File: src/pkg/cpc_pkg.sv
// Notes on behaviour
// - The I upper threshold is one 6-bit value built from three registers' top bits.
// - Q lower border register: bits 7:6 carry I upper bits 5:4, bits 5:0 Q lower.
// - Q upper border register: bits 7:6 carry I upper bits 3:2, bits 5:0 Q upper.
// - I lower border register: bits 7:6 carry I upper bits 1:0, bits 5:0 I lower.
// - I result above I upper threshold raises the detection interrupt flag.
// - Q result above Q lower threshold raises the detection interrupt, as documented.
// - Q result above Q upper threshold raises the detection interrupt.
// - I result below I lower threshold raises the detection interrupt.
// - I result register shows last run's I value in bits 5:0, read only.
// - Q result register shows last run's Q value in bits 5:0, read only.
// - Suppress bit blocks detection interrupts until the next run begins; software writable.
// - Options register exists only on the newest variant; otherwise reserved.
// - Options bit 3 selects full transmitter swing, else supply minus 0.4 V.
// - Options bit 2 uses filtered values; sampling window never exceeds 4.72 us.
// - Options bit 1 flags a changing Q value; valid only with filter on.
// - Options bit 0 flags a changing I value; valid only with filter on.
package cpc_pkg;

    // ==========================================================
    // Widths
    localparam int VAL_W  = 6;
    localparam int DATA_W = 8;
    localparam int CNT_W  = 10;

    typedef logic [DATA_W-1:0] cpc_byte_t;
    typedef logic [VAL_W-1:0]  cpc_val_t;

    // ==========================================================
    // Register offsets
    localparam cpc_byte_t ADR_OPTIONS  = 8'h3a;
    localparam cpc_byte_t ADR_Q_LOW    = 8'h3f;
    localparam cpc_byte_t ADR_Q_HIGH   = 8'h40;
    localparam cpc_byte_t ADR_I_LOW    = 8'h41;
    localparam cpc_byte_t ADR_I_RESULT = 8'h42;
    localparam cpc_byte_t ADR_Q_RESULT = 8'h43;
    localparam cpc_byte_t ADR_IRQ_STAT = 8'h4e;
    localparam cpc_byte_t ADR_IRQ_MASK = 8'h4f;

    // ==========================================================
    // Field positions
    localparam int UPPER_HI   = 7;
    localparam int UPPER_LO   = 6;
    localparam int SUPPRESS_B = 6;
    localparam int OPT_TX     = 3;
    localparam int OPT_FILT   = 2;
    localparam int OPT_Q_UNST = 1;
    localparam int OPT_I_UNST = 0;
    localparam int IRQ_DETECT = 0;
    localparam int IRQ_DONE   = 1;
    localparam int IRQ_W      = 2;

    // ==========================================================
    // Reset values
    localparam cpc_byte_t RST_BORDER = 8'h00;
    localparam cpc_val_t  RST_RESULT = 6'h00;
    localparam cpc_byte_t RD_ZERO    = 8'h00;

    // ==========================================================
    // Timing
    localparam real CLK_MHZ        = 125.0;
    localparam real SAMPLE_MAX_US  = 4.72;
    localparam int  SAMPLE_MAX_CYC =
        int'($floor(SAMPLE_MAX_US * CLK_MHZ));

    // ==========================================================
    // Carriers
    typedef struct packed {
        cpc_val_t q_val;
        cpc_val_t i_val;
    } cpc_iq_t;

    typedef struct packed {
        cpc_byte_t addr;
        cpc_byte_t wdata;
        logic      wr;
        logic      rd;
    } cpc_bus_req_t;

    typedef enum logic [1:0] {
        ST_IDLE   = 2'b01,
        ST_SAMPLE = 2'b10
    } cpc_state_t;

endpackage

File: src/logic/cpc_noise_filter.sv
`timescale 1ns/1ns
module cpc_noise_filter
    import cpc_pkg::*;
(
    // Clock and reset
    input  wire logic    clock,
    input  wire logic    arst_n,
    // Sample stream
    input  wire logic    clear,
    input  wire logic    smp_valid,
    input  wire cpc_iq_t smp,
    // Filtered result
    output cpc_iq_t      filt,
    output logic [1:0]   changed
);

    // ==========================================================
    // Per channel averaging, index 0 is I and 1 is Q
    wire cpc_val_t [1:0] s_arr = {smp.q_val, smp.i_val};
    cpc_val_t [1:0]      acc_arr;

    genvar ch;
    generate
        for (ch = 0; ch < 2; ch++) begin : g_ch
            logic         have_reg;
            cpc_val_t     acc_reg;
            cpc_val_t     last_reg;
            logic         chg_reg;
            wire [VAL_W:0] sum = {1'b0, acc_reg} + {1'b0, s_arr[ch]}
                               + {{VAL_W{1'b0}}, 1'b1};
            wire cpc_val_t avg = sum[VAL_W:1];

            always_ff @(posedge clock or negedge arst_n) begin
                if (!arst_n) begin
                    have_reg <= 1'b0;
                    acc_reg  <= RST_RESULT;
                    last_reg <= RST_RESULT;
                    chg_reg  <= 1'b0;
                end else if (clear) begin
                    have_reg <= 1'b0;
                    chg_reg  <= 1'b0;
                end else if (smp_valid) begin
                    have_reg <= 1'b1;
                    acc_reg  <= have_reg ? avg : s_arr[ch];
                    last_reg <= s_arr[ch];
                    chg_reg  <= chg_reg
                              | (have_reg && s_arr[ch] != last_reg);
                end
            end

            assign acc_arr[ch] = acc_reg;
            assign changed[ch] = chg_reg;
        end
    endgenerate

    assign filt = {acc_arr[1], acc_arr[0]};

endmodule

File: src/logic/cpc_detect_top.sv
// The address-and-strobe port was left to the implementer.
`timescale 1ns/1ns
module cpc_detect_top
    import cpc_pkg::*;
#(
    parameter bit NEWEST_VARIANT = 1'b1,
    parameter int BASE_WIN_CYC   = 64
)(
    // Clock and reset
    input  wire logic         clock,
    input  wire logic         arst_n,
    // Register port
    input  wire cpc_bus_req_t bus_req,
    output cpc_byte_t         rd_data,
    // Measurement front end
    input  wire logic         run_start,
    input  wire logic         sample_valid,
    input  wire cpc_iq_t      sample,
    input  wire logic         run_done,
    // Analog control
    output logic              rf_on,
    output logic              tx_full_swing,
    // Interrupt
    output logic              irq
);

    // ==========================================================
    // Window lengths
    localparam logic [CNT_W-1:0] MAX_LIM  = CNT_W'(SAMPLE_MAX_CYC);
    localparam logic [CNT_W-1:0] BASE_LIM = CNT_W'(BASE_WIN_CYC);

    // ==========================================================
    // Registers
    cpc_byte_t           q_low_reg;
    cpc_byte_t           q_high_reg;
    cpc_byte_t           i_low_reg;
    cpc_val_t            i_res_reg;
    cpc_val_t            q_res_reg;
    logic                suppress_reg;
    logic                tx_reg;
    logic                filt_reg;
    logic [1:0]          unst_reg;
    logic [IRQ_W-1:0]    status_reg;
    logic [IRQ_W-1:0]    mask_reg;
    cpc_byte_t           rd_data_reg;
    cpc_iq_t             raw_reg;
    cpc_state_t          state_reg;
    logic [CNT_W-1:0]    cnt_reg;

    // ==========================================================
    // Address decode
    wire wr = bus_req.wr;
    wire rd = bus_req.rd;
    wire cpc_byte_t wd = bus_req.wdata;
    wire sel_opt  = bus_req.addr == ADR_OPTIONS && NEWEST_VARIANT;
    wire sel_qlo  = bus_req.addr == ADR_Q_LOW;
    wire sel_qhi  = bus_req.addr == ADR_Q_HIGH;
    wire sel_ilo  = bus_req.addr == ADR_I_LOW;
    wire sel_ires = bus_req.addr == ADR_I_RESULT;
    wire sel_qres = bus_req.addr == ADR_Q_RESULT;
    wire sel_stat = bus_req.addr == ADR_IRQ_STAT;
    wire sel_mask = bus_req.addr == ADR_IRQ_MASK;

    // ==========================================================
    // Thresholds
    wire cpc_val_t i_upper = {q_low_reg[UPPER_HI:UPPER_LO],
                              q_high_reg[UPPER_HI:UPPER_LO],
                              i_low_reg[UPPER_HI:UPPER_LO]};
    wire cpc_val_t q_lower = q_low_reg[VAL_W-1:0];
    wire cpc_val_t q_higher = q_high_reg[VAL_W-1:0];
    wire cpc_val_t i_lower = i_low_reg[VAL_W-1:0];

    // ==========================================================
    // Sampling window
    wire [CNT_W-1:0] win_lim = filt_reg ? MAX_LIM : BASE_LIM;
    wire in_win   = state_reg == ST_SAMPLE;
    // A window shortened while open must still close, hence the >=.
    wire win_end  = in_win && cnt_reg >= win_lim - CNT_W'(1);
    wire accept   = in_win && sample_valid;

    cpc_iq_t    filt;
    logic [1:0] changed;

    cpc_noise_filter u_filter (
        .clock     (clock),
        .arst_n    (arst_n),
        .clear     (run_start),
        .smp_valid (accept),
        .smp       (sample),
        .filt      (filt),
        .changed   (changed)
    );

    // ==========================================================
    // Evaluation at run completion
    wire cpc_iq_t eval = filt_reg ? filt : raw_reg;
    wire hit_i_up = eval.i_val > i_upper;
    wire hit_q_lo = eval.q_val > q_lower;
    wire hit_q_up = eval.q_val > q_higher;
    wire hit_i_lo = eval.i_val < i_lower;
    wire hit_any  = hit_i_up | hit_q_lo | hit_q_up | hit_i_lo;
    wire detect_evt = run_done && hit_any && !suppress_reg;

    wire [IRQ_W-1:0] evt_vec = {run_done, detect_evt};
    wire [IRQ_W-1:0] w1c = (wr && sel_stat) ? wd[IRQ_W-1:0]
                                           : {IRQ_W{1'b0}};
    wire [IRQ_W-1:0] status_next = (status_reg & ~w1c) | evt_vec;

    // Software setting the bit in the cycle a run starts wins.
    wire suppress_next = (wr && sel_qres) ? wd[SUPPRESS_B]
                       : run_start ? 1'b0
                       : suppress_reg;

    // ==========================================================
    // Read mux
    wire cpc_byte_t opt_view = {4'h0, tx_reg, filt_reg,
                                unst_reg[1] & filt_reg,
                                unst_reg[0] & filt_reg};
    wire cpc_byte_t rd_mux =
          ({DATA_W{sel_opt}}  & opt_view)
        | ({DATA_W{sel_qlo}}  & q_low_reg)
        | ({DATA_W{sel_qhi}}  & q_high_reg)
        | ({DATA_W{sel_ilo}}  & i_low_reg)
        | ({DATA_W{sel_ires}} & {2'b00, i_res_reg})
        | ({DATA_W{sel_qres}} & {1'b0, suppress_reg, q_res_reg})
        | ({DATA_W{sel_stat}} & {6'h00, status_reg})
        | ({DATA_W{sel_mask}} & {6'h00, mask_reg});

    // ==========================================================
    // Border registers
    always_ff @(posedge clock or negedge arst_n) begin
        if (!arst_n) begin
            q_low_reg  <= RST_BORDER;
            q_high_reg <= RST_BORDER;
            i_low_reg  <= RST_BORDER;
        end else if (wr) begin
            if (sel_qlo) q_low_reg <= wd;
            if (sel_qhi) q_high_reg <= wd;
            if (sel_ilo) i_low_reg <= wd;
        end
    end

    // ==========================================================
    // Options and interrupt registers
    always_ff @(posedge clock or negedge arst_n) begin
        if (!arst_n) begin
            tx_reg   <= 1'b0;
            filt_reg <= 1'b0;
            mask_reg <= {IRQ_W{1'b0}};
        end else if (wr) begin
            if (sel_opt) tx_reg <= wd[OPT_TX];
            if (sel_opt) filt_reg <= wd[OPT_FILT];
            if (sel_mask) mask_reg <= wd[IRQ_W-1:0];
        end
    end

    always_ff @(posedge clock or negedge arst_n) begin
        if (!arst_n) begin
            status_reg   <= {IRQ_W{1'b0}};
            suppress_reg <= 1'b0;
            rd_data_reg  <= RD_ZERO;
        end else begin
            status_reg   <= status_next;
            suppress_reg <= suppress_next;
            rd_data_reg  <= rd ? rd_mux : RD_ZERO;
        end
    end

    // ==========================================================
    // Results
    always_ff @(posedge clock or negedge arst_n) begin
        if (!arst_n) begin
            i_res_reg <= RST_RESULT;
            q_res_reg <= RST_RESULT;
            unst_reg  <= 2'b00;
        end else if (run_done) begin
            i_res_reg <= eval.i_val;
            q_res_reg <= eval.q_val;
            unst_reg  <= changed;
        end
    end

    always_ff @(posedge clock or negedge arst_n) begin
        if (!arst_n) begin
            raw_reg <= {RST_RESULT, RST_RESULT};
        end else if (accept) begin
            raw_reg <= sample;
        end
    end

    // ==========================================================
    // Window control
    always_ff @(posedge clock or negedge arst_n) begin
        if (!arst_n) begin
            state_reg <= ST_IDLE;
            cnt_reg   <= '0;
        end else begin
            unique case (state_reg)
                ST_IDLE: begin
                    if (run_start) begin
                        state_reg <= ST_SAMPLE;
                        cnt_reg   <= '0;
                    end
                end
                ST_SAMPLE: begin
                    cnt_reg <= cnt_reg + CNT_W'(1);
                    if (win_end || run_done) begin
                        state_reg <= ST_IDLE;
                    end
                end
            endcase
        end
    end

    // ==========================================================
    // Outputs
    assign rd_data       = rd_data_reg;
    assign rf_on         = in_win;
    assign tx_full_swing = tx_reg;
    assign irq           = |(status_reg & mask_reg);

    logic [CNT_W-1:0] on_cnt;
    always_ff @(posedge clock or negedge arst_n) begin
        if (!arst_n) on_cnt <= '0;
        else on_cnt <= rf_on ? on_cnt + CNT_W'(1) : '0;
    end
endmodule

File: config.mk
export PLATFORM = sky130hd
export DESIGN_NAME = cpc_detect_top
export DESIGN_NICKNAME = d
export VERILOG_FILES = /design/src/pkg/cpc_pkg.sv /design/src/logic/cpc_noise_filter.sv /design/src/logic/cpc_detect_top.sv
export SDC_FILE = /design/constraint.sdc
export NUM_CORES = 1
export LEC_CHECK = 0
export BUFFER_PORTS_ARGS = -buffer_cell sky130_fd_sc_hd__clkbuf_2
export CORE_MARGIN = 2
export CORE_UTILIZATION = 51
export CTS_BUF_LIST = sky130_fd_sc_hd__clkbuf_8
export DETAILED_ROUTE_END_ITERATION = 6
export PLACE_DENSITY = 0.69
export SETUP_SLACK_MARGIN = 0.2
export SYNTH_ARGS = -nofsm -noshare
export SYNTH_HDL_FRONTEND = slang
export SYNTH_SLANG_ARGS = --single-unit
File: constraint.sdc
create_clock -name clock -period 2.39 [get_ports clock]
set_input_delay 0.3585 -clock clock [delete_from_list [all_inputs] [get_ports clock]]
set_output_delay 0.3585 -clock clock [all_outputs]
set_load 0.01 [all_outputs]
### Word level (Yosys, flattened, before mapping)

Index checks and enable logic that the tools add are counted.

| word-level totals | value |
|---|---|
| register bits | 104 |
| bits of input ports | 35 |
| output and inout bits | 11 |

| operators by class | value |
|---|---|
| add/subtract/negate cells | 6 |
| order comparisons | 5 |
| eq/ne operators | 14 |
| multiplexer cells | 19 |
| bitwise operators | 27 |
| reduce and logical (&&, ||, !) cells | 20 |

Operator list:

| kind | number |
|---|---|
| $or 8x8->8 | 7 |
| $eq 8x7->1 const B | 6 |
| $and 8x8->8 | 3 |
| $mux 10 | 2 |
| $pmux 10 s2 | 1 |
| $gt 6x6->1 | 3 |
| $and 8x2->8 | 2 |
| $eq 8x6->1 const B | 2 |
| $add 6x6->7 | 2 |
| $add 7x1->7 const B | 2 |
| $reduce_and 2->1 | 7 |
| $mux 12 | 1 |
| $mux 6 | 2 |
| $ne 6x6->1 | 2 |
| $add 10x1->10 const B | 1 |
| $ge 10x10->1 | 1 |
| $sub 10x1->10 const B | 1 |
| $and 8x4->8 | 1 |
| $and 8x6->8 | 1 |
| $and 8x7->8 | 1 |
| $logic_and 1x1->1 | 8 |
| $mux 1 | 8 |
| $mux 8 | 1 |
| $lt 6x6->1 | 1 |
| 16 further kinds | 25 |

### Longest topological paths before layout

Gate-level depths: netlist (run 1).

| depth | value |
|---|---|
| depth in word-level cells | 10 |
| mapped depth | 8 |
| mapped depth without buffers | 7 |

### Hierarchy

From an unflattened synthesis (run 1), not the netlist that was laid out.

| unflattened totals | value |
|---|---|
| cells, all modules | 573 |
| area total of the unflattened synthesis | 5972.0 um^2 |

Modules (own cells, without submodules):

| module | times used | cells an instance | area each (um^2) | sequential area each (um^2) |
|---|---|---|---|---|
| cpc_detect_top | 1 | 390 | 4279.1 | 1928.1 |
| cpc_noise_filter | 1 | 183 | 1692.9 | 675.6 |

### Least setup slack after synthesis (run 1)

Ideal clock, no wire load.

| timing path | value |
|---|---|
| path kind | register to register |
| start point | register filt_reg |
| end point | register status_reg[0] |
| arrival | 2.191 ns |
| data required time | 2.268 ns |
| path slack | 0.078 ns |
| cell stages (with the launch flop) | 9 |
| clock period less this slack | 2.312 ns |
| path through | dfrtp_1 buf_2 mux2_2 ha_1 a21oi_1 a21boi_0 o32ai_1 nand4b_1 a32o_1 |

RTL lines:

| element | RTL line | RTL |
|---|---|---|
| from (decl) | cpc_detect_top.sv:41 | `logic filt_reg;` |
| from (signal assigned) | cpc_detect_top.sv:152 | `if (sel_opt) filt_reg <= wd[OPT_FILT];` |
| to (signal assigned) | cpc_detect_top.sv:159 | `status_reg <= {IRQ_W{1'b0}};` |
| to (signal assigned) | cpc_detect_top.sv:163 | `status_reg <= status_next;` |
| to (decl) | cpc_detect_top.sv:43 | `logic [IRQ_W-1:0] status_reg;` |

==> results of run 1 <==
## Yosys cell counts, drive strengths merged (2+ instances only)
cell,n,area (sq um)
nand4,7,43.8
a31oi,8,50.1
ha,39,488
and2,5,33.8
nor2b,3,18.8
xnor2,8,70.1
nand3,15,80.1
clkbuf,13,48.8
nor3,6,52.6
a221oi,2,17.5
nand2,105,404
o22ai,2,12.5
o32ai,3,26.3
and3,7,43.8
nor2,31,116
nand2b,5,31.3
nor4,3,18.8
fa,2,40.0
a211oi,2,15.0
inv,34,128
a22oi,4,30.0
dfrtp,103,2580
xor2,8,70.1
mux2i,8,80.1
mux2,45,507
o211ai,2,15.0
o21bai,3,22.5
or3,2,12.5
o41ai,2,17.5
a21o,4,30.0
nor3b,2,15.0
or2,3,18.8
o21a,4,30.0
buf,8,52.6
mux4,4,90.1
o21ai,43,215
a22o,2,17.5
a2111o,2,22.5
a21boi,3,22.5
a21oi,25,125
## worst max path at each step
stage	slack, ps	depth (start not counted)	start	end
floorplan	220	8	filt_reg$_DFFE_PN0P_	status_reg[0]$_DFF_PN0_
global placement	120	7	filt_reg$_DFFE_PN0P_	status_reg[0]$_DFF_PN0_
detailed placement	50	7	filt_reg$_DFFE_PN0P_	status_reg[0]$_DFF_PN0_
CTS	210	8	filt_reg$_DFFE_PN0P_	status_reg[0]$_DFF_PN0_
global route	-30	8	filt_reg$_DFFE_PN0P_	status_reg[0]$_DFF_PN0_
finish	80	8	filt_reg$_DFFE_PN0P_	status_reg[0]$_DFF_PN0_
## layout make-up
class	count	area share, %
clock buffers	9	1.83
clock inverters	7	0.813
inverters	34	1.89
multi-input cells	430	47.8
flip-flops and latches	104	38.5
well taps	143	2.64
repair buffers	70	6.52
## per-layer routing
| layer | GRT usage, % | vias up | routed length, microns |
|---|---|---|---|
| met5 | 0 | - | 0 |
| met4 | 6.42 | 0 | 322 |
| met3 | 5.47 | 26 | 667 |
| met2 | 37.8 | 122 | 6690 |
| met1 | 30.2 | 2257 | 6190 |
| li1 | - | 2192 | - |
## worst register-to-register path: stages, from the launching register on
cell	delay (ps)
sky130_fd_sc_hd__dfrtp_2	500
sky130_fd_sc_hd__buf_6	170
sky130_fd_sc_hd__mux2_4	340
sky130_fd_sc_hd__ha_4	220
sky130_fd_sc_hd__nand4_1	150
sky130_fd_sc_hd__a21oi_2	60
sky130_fd_sc_hd__o32ai_2	290
sky130_fd_sc_hd__nand4b_1	170
sky130_fd_sc_hd__a32o_1	300
## kinds of logic (layout without fill, tap and decap cells)
logic type                 Yosys count  count (layout)  share of synthesized area, %
and+or+nand+nor                    199             199                          16.2
AOI/OAI and AO/OA                  117             117                          12.4
DFF                                104             104                          44.5
muxes                               57              57                          11.6
buffers and inverters               55             120                          3.91
adders and majority gates           41              41                          9.02
xor gates and xnor gates            16              16                          2.39
## power breakdown
part	total, mW	internal [mW]	switching [mW]
clock	1.04	0.388	0.654
combinational	2.35	1.16	1.19
sequential	2.59	2.23	0.363
total	5.98	3.77	2.21
## stage by stage
step / util, % / setup WS [ps] / hold slack (ps) / instance area, sq um
2_1_floorplan: - / 221 / 62.9 / 5860
3_3_place_gp: 55.6 / 122 / 384 / 6290
3_5_place_dp: 55.6 / 49.6 / 383 / 6290
4_1_cts: 57.8 / 207 / 179 / 6540
5_1_grt: 59.8 / -33.3 / 196 / 6770
6_report: 59.8 / 84.5 / 192 / 6770
## what timing repair did
action,in CTS,in global routing
gates cloned,0,0
resized for setup,9,25
endpoints found under the setup margin,1,3
pin swaps,5,8
hold buffers,1,0
buffers inserted,3,5
hold endpoints to repair,36,0
==> results_dict.tcl, run 1 <==
set metrics [dict create \
    multiInputGateArea_sq_um 3240 \
    synth.yosys.seq_area_share_pct 44.5 \
    crit_path_start_kind "flip-flop" \
    timing.max_slew.rel_slack_pct 62.0 \
    drt-vias-per-instance 5.77 \
    dr.pass1.iters 5 \
    finalSetupViolCount 0 \
    data_arrival_critical_path_ps 2590 \
    timing.rr.end "status_reg[0]$_DFF_PN0_" \
    grt_antenna_before_repair 0 \
    power_per_cell_area_nw_per_um2 884 \
    antenna_cells_inserted 0 \
    cts_buffers 9 \
    synth_flop_type "sky130_fd_sc_hd__dfrtp_1" \
    layout-drive-gt1-share_pct 25.7 \
    floorplan.initialDensity_pct 51.7 \
    dp.cells 772 \
    rows 39 \
    grt_pass1_wl_microns 22500 \
    postSynth.asyncResetShare_pct 100 \
    finClkSkew_ps 15.6 \
    worst-path-buf-inv 1 \
    synth_cell_types 60 \
    num-fill-cells 943 \
    dieArea_sq_um 12400 \
    largest_net_degree_at_the_start_of_global_routing 42 \
    cts_num_sinks 104 \
    timing.reg2reg.worst_path_depth 8 \
    htree_levels 3 \
    layout_min_cycle_time_ps 2310 \
    report.power.total_mw 5.98 \
    avgSynthCellArea_sq_um 9.94 \
    port_buffers 45 \
    critical_path_class "flip-flop to flip-flop" \
    floorplan.core_area_sq_um 11300 \
    cts-root-buf "sky130_fd_sc_hd__clkbuf_8" \
    worst-r2r-setup-slack_ps 80 \
    ys_seq_elements 104 \
    fp.dieH_microns 111 \
    total_number_of_yosys_warnings 0 \
    mappedNetlistArea_sq_um 5850 \
    worstReg2RegStart "filt_reg$_DFFE_PN0P_" \
    crit_path_max_incr_delay_ps 500 \
    status "finished clean" \
    insertion_delay_to_the_later_sink_of_the_worst_skew_pair_ps 390 \
    cts_tree "built" \
    cp_data_required_time_ps 2680 \
    min-delay-path-class "primary input to flip-flop" \
    irDropWorstVdd_uv 583 \
    final_common_cell "sky130_fd_sc_hd__nand2_1" \
    grt_pass1_vias 4507 \
    timing.final.crit_share_pct 96.5 \
    cpLargestDelayFamily "compound AO/OA/AOI/OAI gates" \
    num_vias 4597 \
    io_pins 46 \
    detail_route.wl_per_cell_microns 17.4 \
    setup_total_negative_slack_ps 0 \
    maxCapViolCount 0 \
    worst_setup_path_end_kind "flip-flop" \
    clk_pin_slew_ps 110 \
    crit_path_cell_trace "buf_6 -> mux2_4 -> ha_4 -> nand4_1 -> a21oi_2 -> o32ai_2 -> nand4b_1 -> a32o_1" \
    dr.first_iter.drc_count 305 \
    signed_area_change_from_the_synthesized_netlist_to_the_final_layout_pct 15.6 \
    place_hpwl_microns 10200 \
    syn_nets 665 \
    grt_remaining_overflow 0 \
    startpoint_of_the_most_critical_hold_path "bus_req[0]" \
    stdcell_count 797 \
    drcViolationCount 0 \
    crit_slowest_cell "sky130_fd_sc_hd__dfrtp_2" \
    die_extent_in_x_microns 111 \
    grt_usage_pct 22.8 \
    timing.fmax_mhz 434 \
    gp_congestion 0.855 \
    p_leak_nw 3.18 \
    antenna_left 0 \
    post_synth_edffs 0 \
    finalHoldViolCount 0 \
    drt_wl_total_microns 13900 \
    design.final.nets 725 \
    max-clock-path-buffers 2 \
    register_area_sq_um 2610 \
    most_frequent_cells_in_the_layout "sky130_fd_sc_hd__nand2_1 (103), sky130_fd_sc_hd__dfrtp_1 (102), sky130_fd_sc_hd__clkbuf_2 (44)" \
    timing.hold.worst_path_depth 2 \
    worst_hold_path.endpoint "rd_data[1]$_DFF_PN0_" \
    worstPathMaxFanout 7 \
    slew_violations 0 \
    max_slew.worst_pin.slew_ps 569 \
    unrepaired_setup_endpoints_after_global_routing "yes" \
    cell_count_after_synthesis 589 \
]
(Power assumes the default switching activity.)
==> run 2: changes to the inputs <==
--- a/config.mk
+++ b/config.mk
@@ -10,7 +10,7 @@
 export CORE_UTILIZATION = 51
 export CTS_BUF_LIST = sky130_fd_sc_hd__clkbuf_8
 export DETAILED_ROUTE_END_ITERATION = 6
-export PLACE_DENSITY = 0.69
+export PLACE_DENSITY = 0.81
 export SETUP_SLACK_MARGIN = 0.2
 export SYNTH_ARGS = -nofsm -noshare
 export SYNTH_HDL_FRONTEND = slang
==> results_dict.tcl, run 2 (same netlist as run 1, synthesis figures left out) <==
set metrics [dict create \
    final_common_cell "sky130_fd_sc_hd__nand2_1" \
    seq_power_share_pct 43.9 \
    port_buffers 45 \
    timing.max_slew.rel_slack_pct 61.9 \
    power_frac_comb_pct 38.7 \
    maxCapViolCount 0 \
    htree_levels 3 \
    antenna_cells_inserted 0 \
    finalHoldViolCount 0 \
    antenna_left 0 \
    cts_tree "built" \
    p_leak_nw 3.14 \
    cts_num_sinks 104 \
    timing.final.crit_share_pct 91.9 \
    unrepaired_setup_endpoints_after_global_routing "yes" \
    cpLargestDelayFamily "compound AO/OA/AOI/OAI gates" \
    gp_congestion 0.973 \
    max-clock-path-buffers 2 \
    clk_pin_slew_ps 100 \
    grt_remaining_overflow 0 \
    status "finished clean" \
    crit_path_max_incr_delay_ps 480 \
    fp.dieH_microns 111 \
    cts-root-buf "sky130_fd_sc_hd__clkbuf_8" \
    finish.utilization_pct 59.1 \
    num_vias 4576 \
    critical_path_destination "status_reg[0]$_DFF_PN0_" \
    power_per_cell_area_nw_per_um2 888 \
    crit_path_cell_trace "buf_6 -> mux2_4 -> ha_1 -> nand2b_1 -> a21oi_2 -> o32ai_1 -> nand4b_1 -> a32o_1" \
    most_frequent_cells_in_the_layout "sky130_fd_sc_hd__nand2_1 (103), sky130_fd_sc_hd__dfrtp_1 (102), sky130_fd_sc_hd__clkbuf_2 (44)" \
    drcViolationCount 0 \
    rows 39 \
    crit_path_start_kind "flip-flop" \
    critical_path_class "flip-flop to flip-flop" \
    cp_data_required_time_ps 2670 \
    worst-r2r-setup-slack_ps 190 \
    place_hpwl_microns 10000 \
    max_slew.worst_pin.slew_ps 572 \
    irDropWorstVdd_uv 682 \
    min-delay-path-class "primary input to flip-flop" \
    cts_buffers 9 \
    drt-vias-per-instance 5.80 \
    grt_usage_pct 22.4 \
    timing.critical_path.from "filt_reg$_DFFE_PN0P_" \
    grt_pass1_wl_microns 22400 \
    finalSetupViolCount 0 \
    worstReg2RegStart "filt_reg$_DFFE_PN0P_" \
    worstPathMaxFanout 6 \
    timing.fmax_mhz 455 \
    share_clk_of_total_power_pct 17.4 \
    data_arrival_critical_path_ps 2480 \
    worst_setup_path_end_kind "flip-flop" \
    dieArea_sq_um 12400 \
    post_dp_cell_area_sq_um 6250 \
    floorplan.core_area_sq_um 11300 \
    drt_wl_total_microns 13800 \
    switching_power_mw 2.21 \
    switching_share_pct 37.2 \
    design.final.nets 717 \
    die_extent_in_x_microns 111 \
    floorplan.initialDensity_pct 51.7 \
    internal_power_mw 3.73 \
    finClkSkew_ps 8.75 \
    dr.first_iter.drc_count 267 \
    timing.rr.end "status_reg[0]$_DFF_PN0_" \
    slew_violations 0 \
    detail_route.wl_per_cell_microns 17.4 \
    largest_net_degree_at_the_start_of_global_routing 90 \
    layout_min_cycle_time_ps 2200 \
    grt_pass1_vias 4646 \
    setup_total_negative_slack_ps 0 \
    layout-drive-gt1-share_pct 24.8 \
    signed_area_change_from_the_synthesized_netlist_to_the_final_layout_pct 14.3 \
    worst-path-buf-inv 1 \
    timing.reg2reg.worst_path_depth 8 \
    io_pins 46 \
    crit_cells 8 \
    crit_slowest_cell "sky130_fd_sc_hd__dfrtp_2" \
    fin_area_sq_um 6690 \
    dr.pass1.iters 5 \
    insertion_delay_to_the_later_sink_of_the_worst_skew_pair_ps 390 \
    grt_antenna_before_repair 0 \
]
run 2: through the flow:
stage / hold slack (ps) / setup slack (ps) / cells / total power, mW
2_1_floorplan: 62.9 / 221 / 589 / 4.01
3_3_place_gp: 232 / 194 / 766 / 4.46
3_5_place_dp: 236 / 122 / 766 / 4.62
4_1_cts: 203 / 188 / 786 / 5.69
5_1_grt: 215 / 128 / 789 / 6.36
6_report: 209 / 193 / 789 / 5.94
run 2: layout make-up:
cell class	count	area, sq um
sequential	104	2610
tap	143	179
multi-input combinational	430	3220
timing repair buffer	62	382
clock inverter	7	55.1
inverter	34	128
fill	949	4630
clock buffer	9	124
run 2: worst min-delay path by stage:
stage / slack (ps) / to / startpoint / depth (start not counted)
2_1_floorplan: 60 / cnt_reg[0]$_DFFE_PN0P_ / arst_n / 0
3_5_place_dp: 240 / rd_data[5]$_DFF_PN0_ / arst_n / 1
3_3_place_gp: 230 / rd_data[4]$_DFF_PN0_ / arst_n / 1
4_1_cts: 200 / q_high_reg[5]$_DFFE_PN0P_ / bus_req[7] / 3
6_report: 210 / q_high_reg[5]$_DFFE_PN0P_ / bus_req[7] / 3
5_1_grt: 220 / rd_data[1]$_DFF_PN0_ / bus_req[0] / 2
run 2: power groups by stage:
stage / clock [mW] / combinational, mW / sequential [mW]
floorplan: 0 / 1.53 / 2.48
global placement: 0 / 1.86 / 2.60
detailed placement: 0 / 1.99 / 2.63
CTS: 1.06 / 2.04 / 2.59
global route: 1.13 / 2.57 / 2.66
finish: 1.04 / 2.30 / 2.61
run 2: metal layers:
metal | wire [microns] | track usage [%] | vias up
met2 | 6940 | 37.7 | 131
met1 | 5820 | 29.0 | 2239
met4 | 266 | 8.23 | 0
met3 | 728 | 4.54 | 24
met5 | 0 | 0 | -
li1 | - | - | 2182
run 2: timing repair:
item,in CTS,in global routing
endpoints found under the setup margin,2,4
pin swaps,2,9
cloned,0,0
hold endpoints to repair,15,0
gates resized for setup,6,30
setup buffers,3,3
hold buffers,1,0
run 2: worst reg2reg max path, cell delays in order, from the launching register on:
cell	delay, ps
sky130_fd_sc_hd__dfrtp_2	480
sky130_fd_sc_hd__buf_6	160
sky130_fd_sc_hd__mux2_4	330
sky130_fd_sc_hd__ha_1	310
sky130_fd_sc_hd__nand2b_1	120
sky130_fd_sc_hd__a21oi_2	80
sky130_fd_sc_hd__o32ai_1	220
sky130_fd_sc_hd__nand4b_1	150
sky130_fd_sc_hd__a32o_1	250
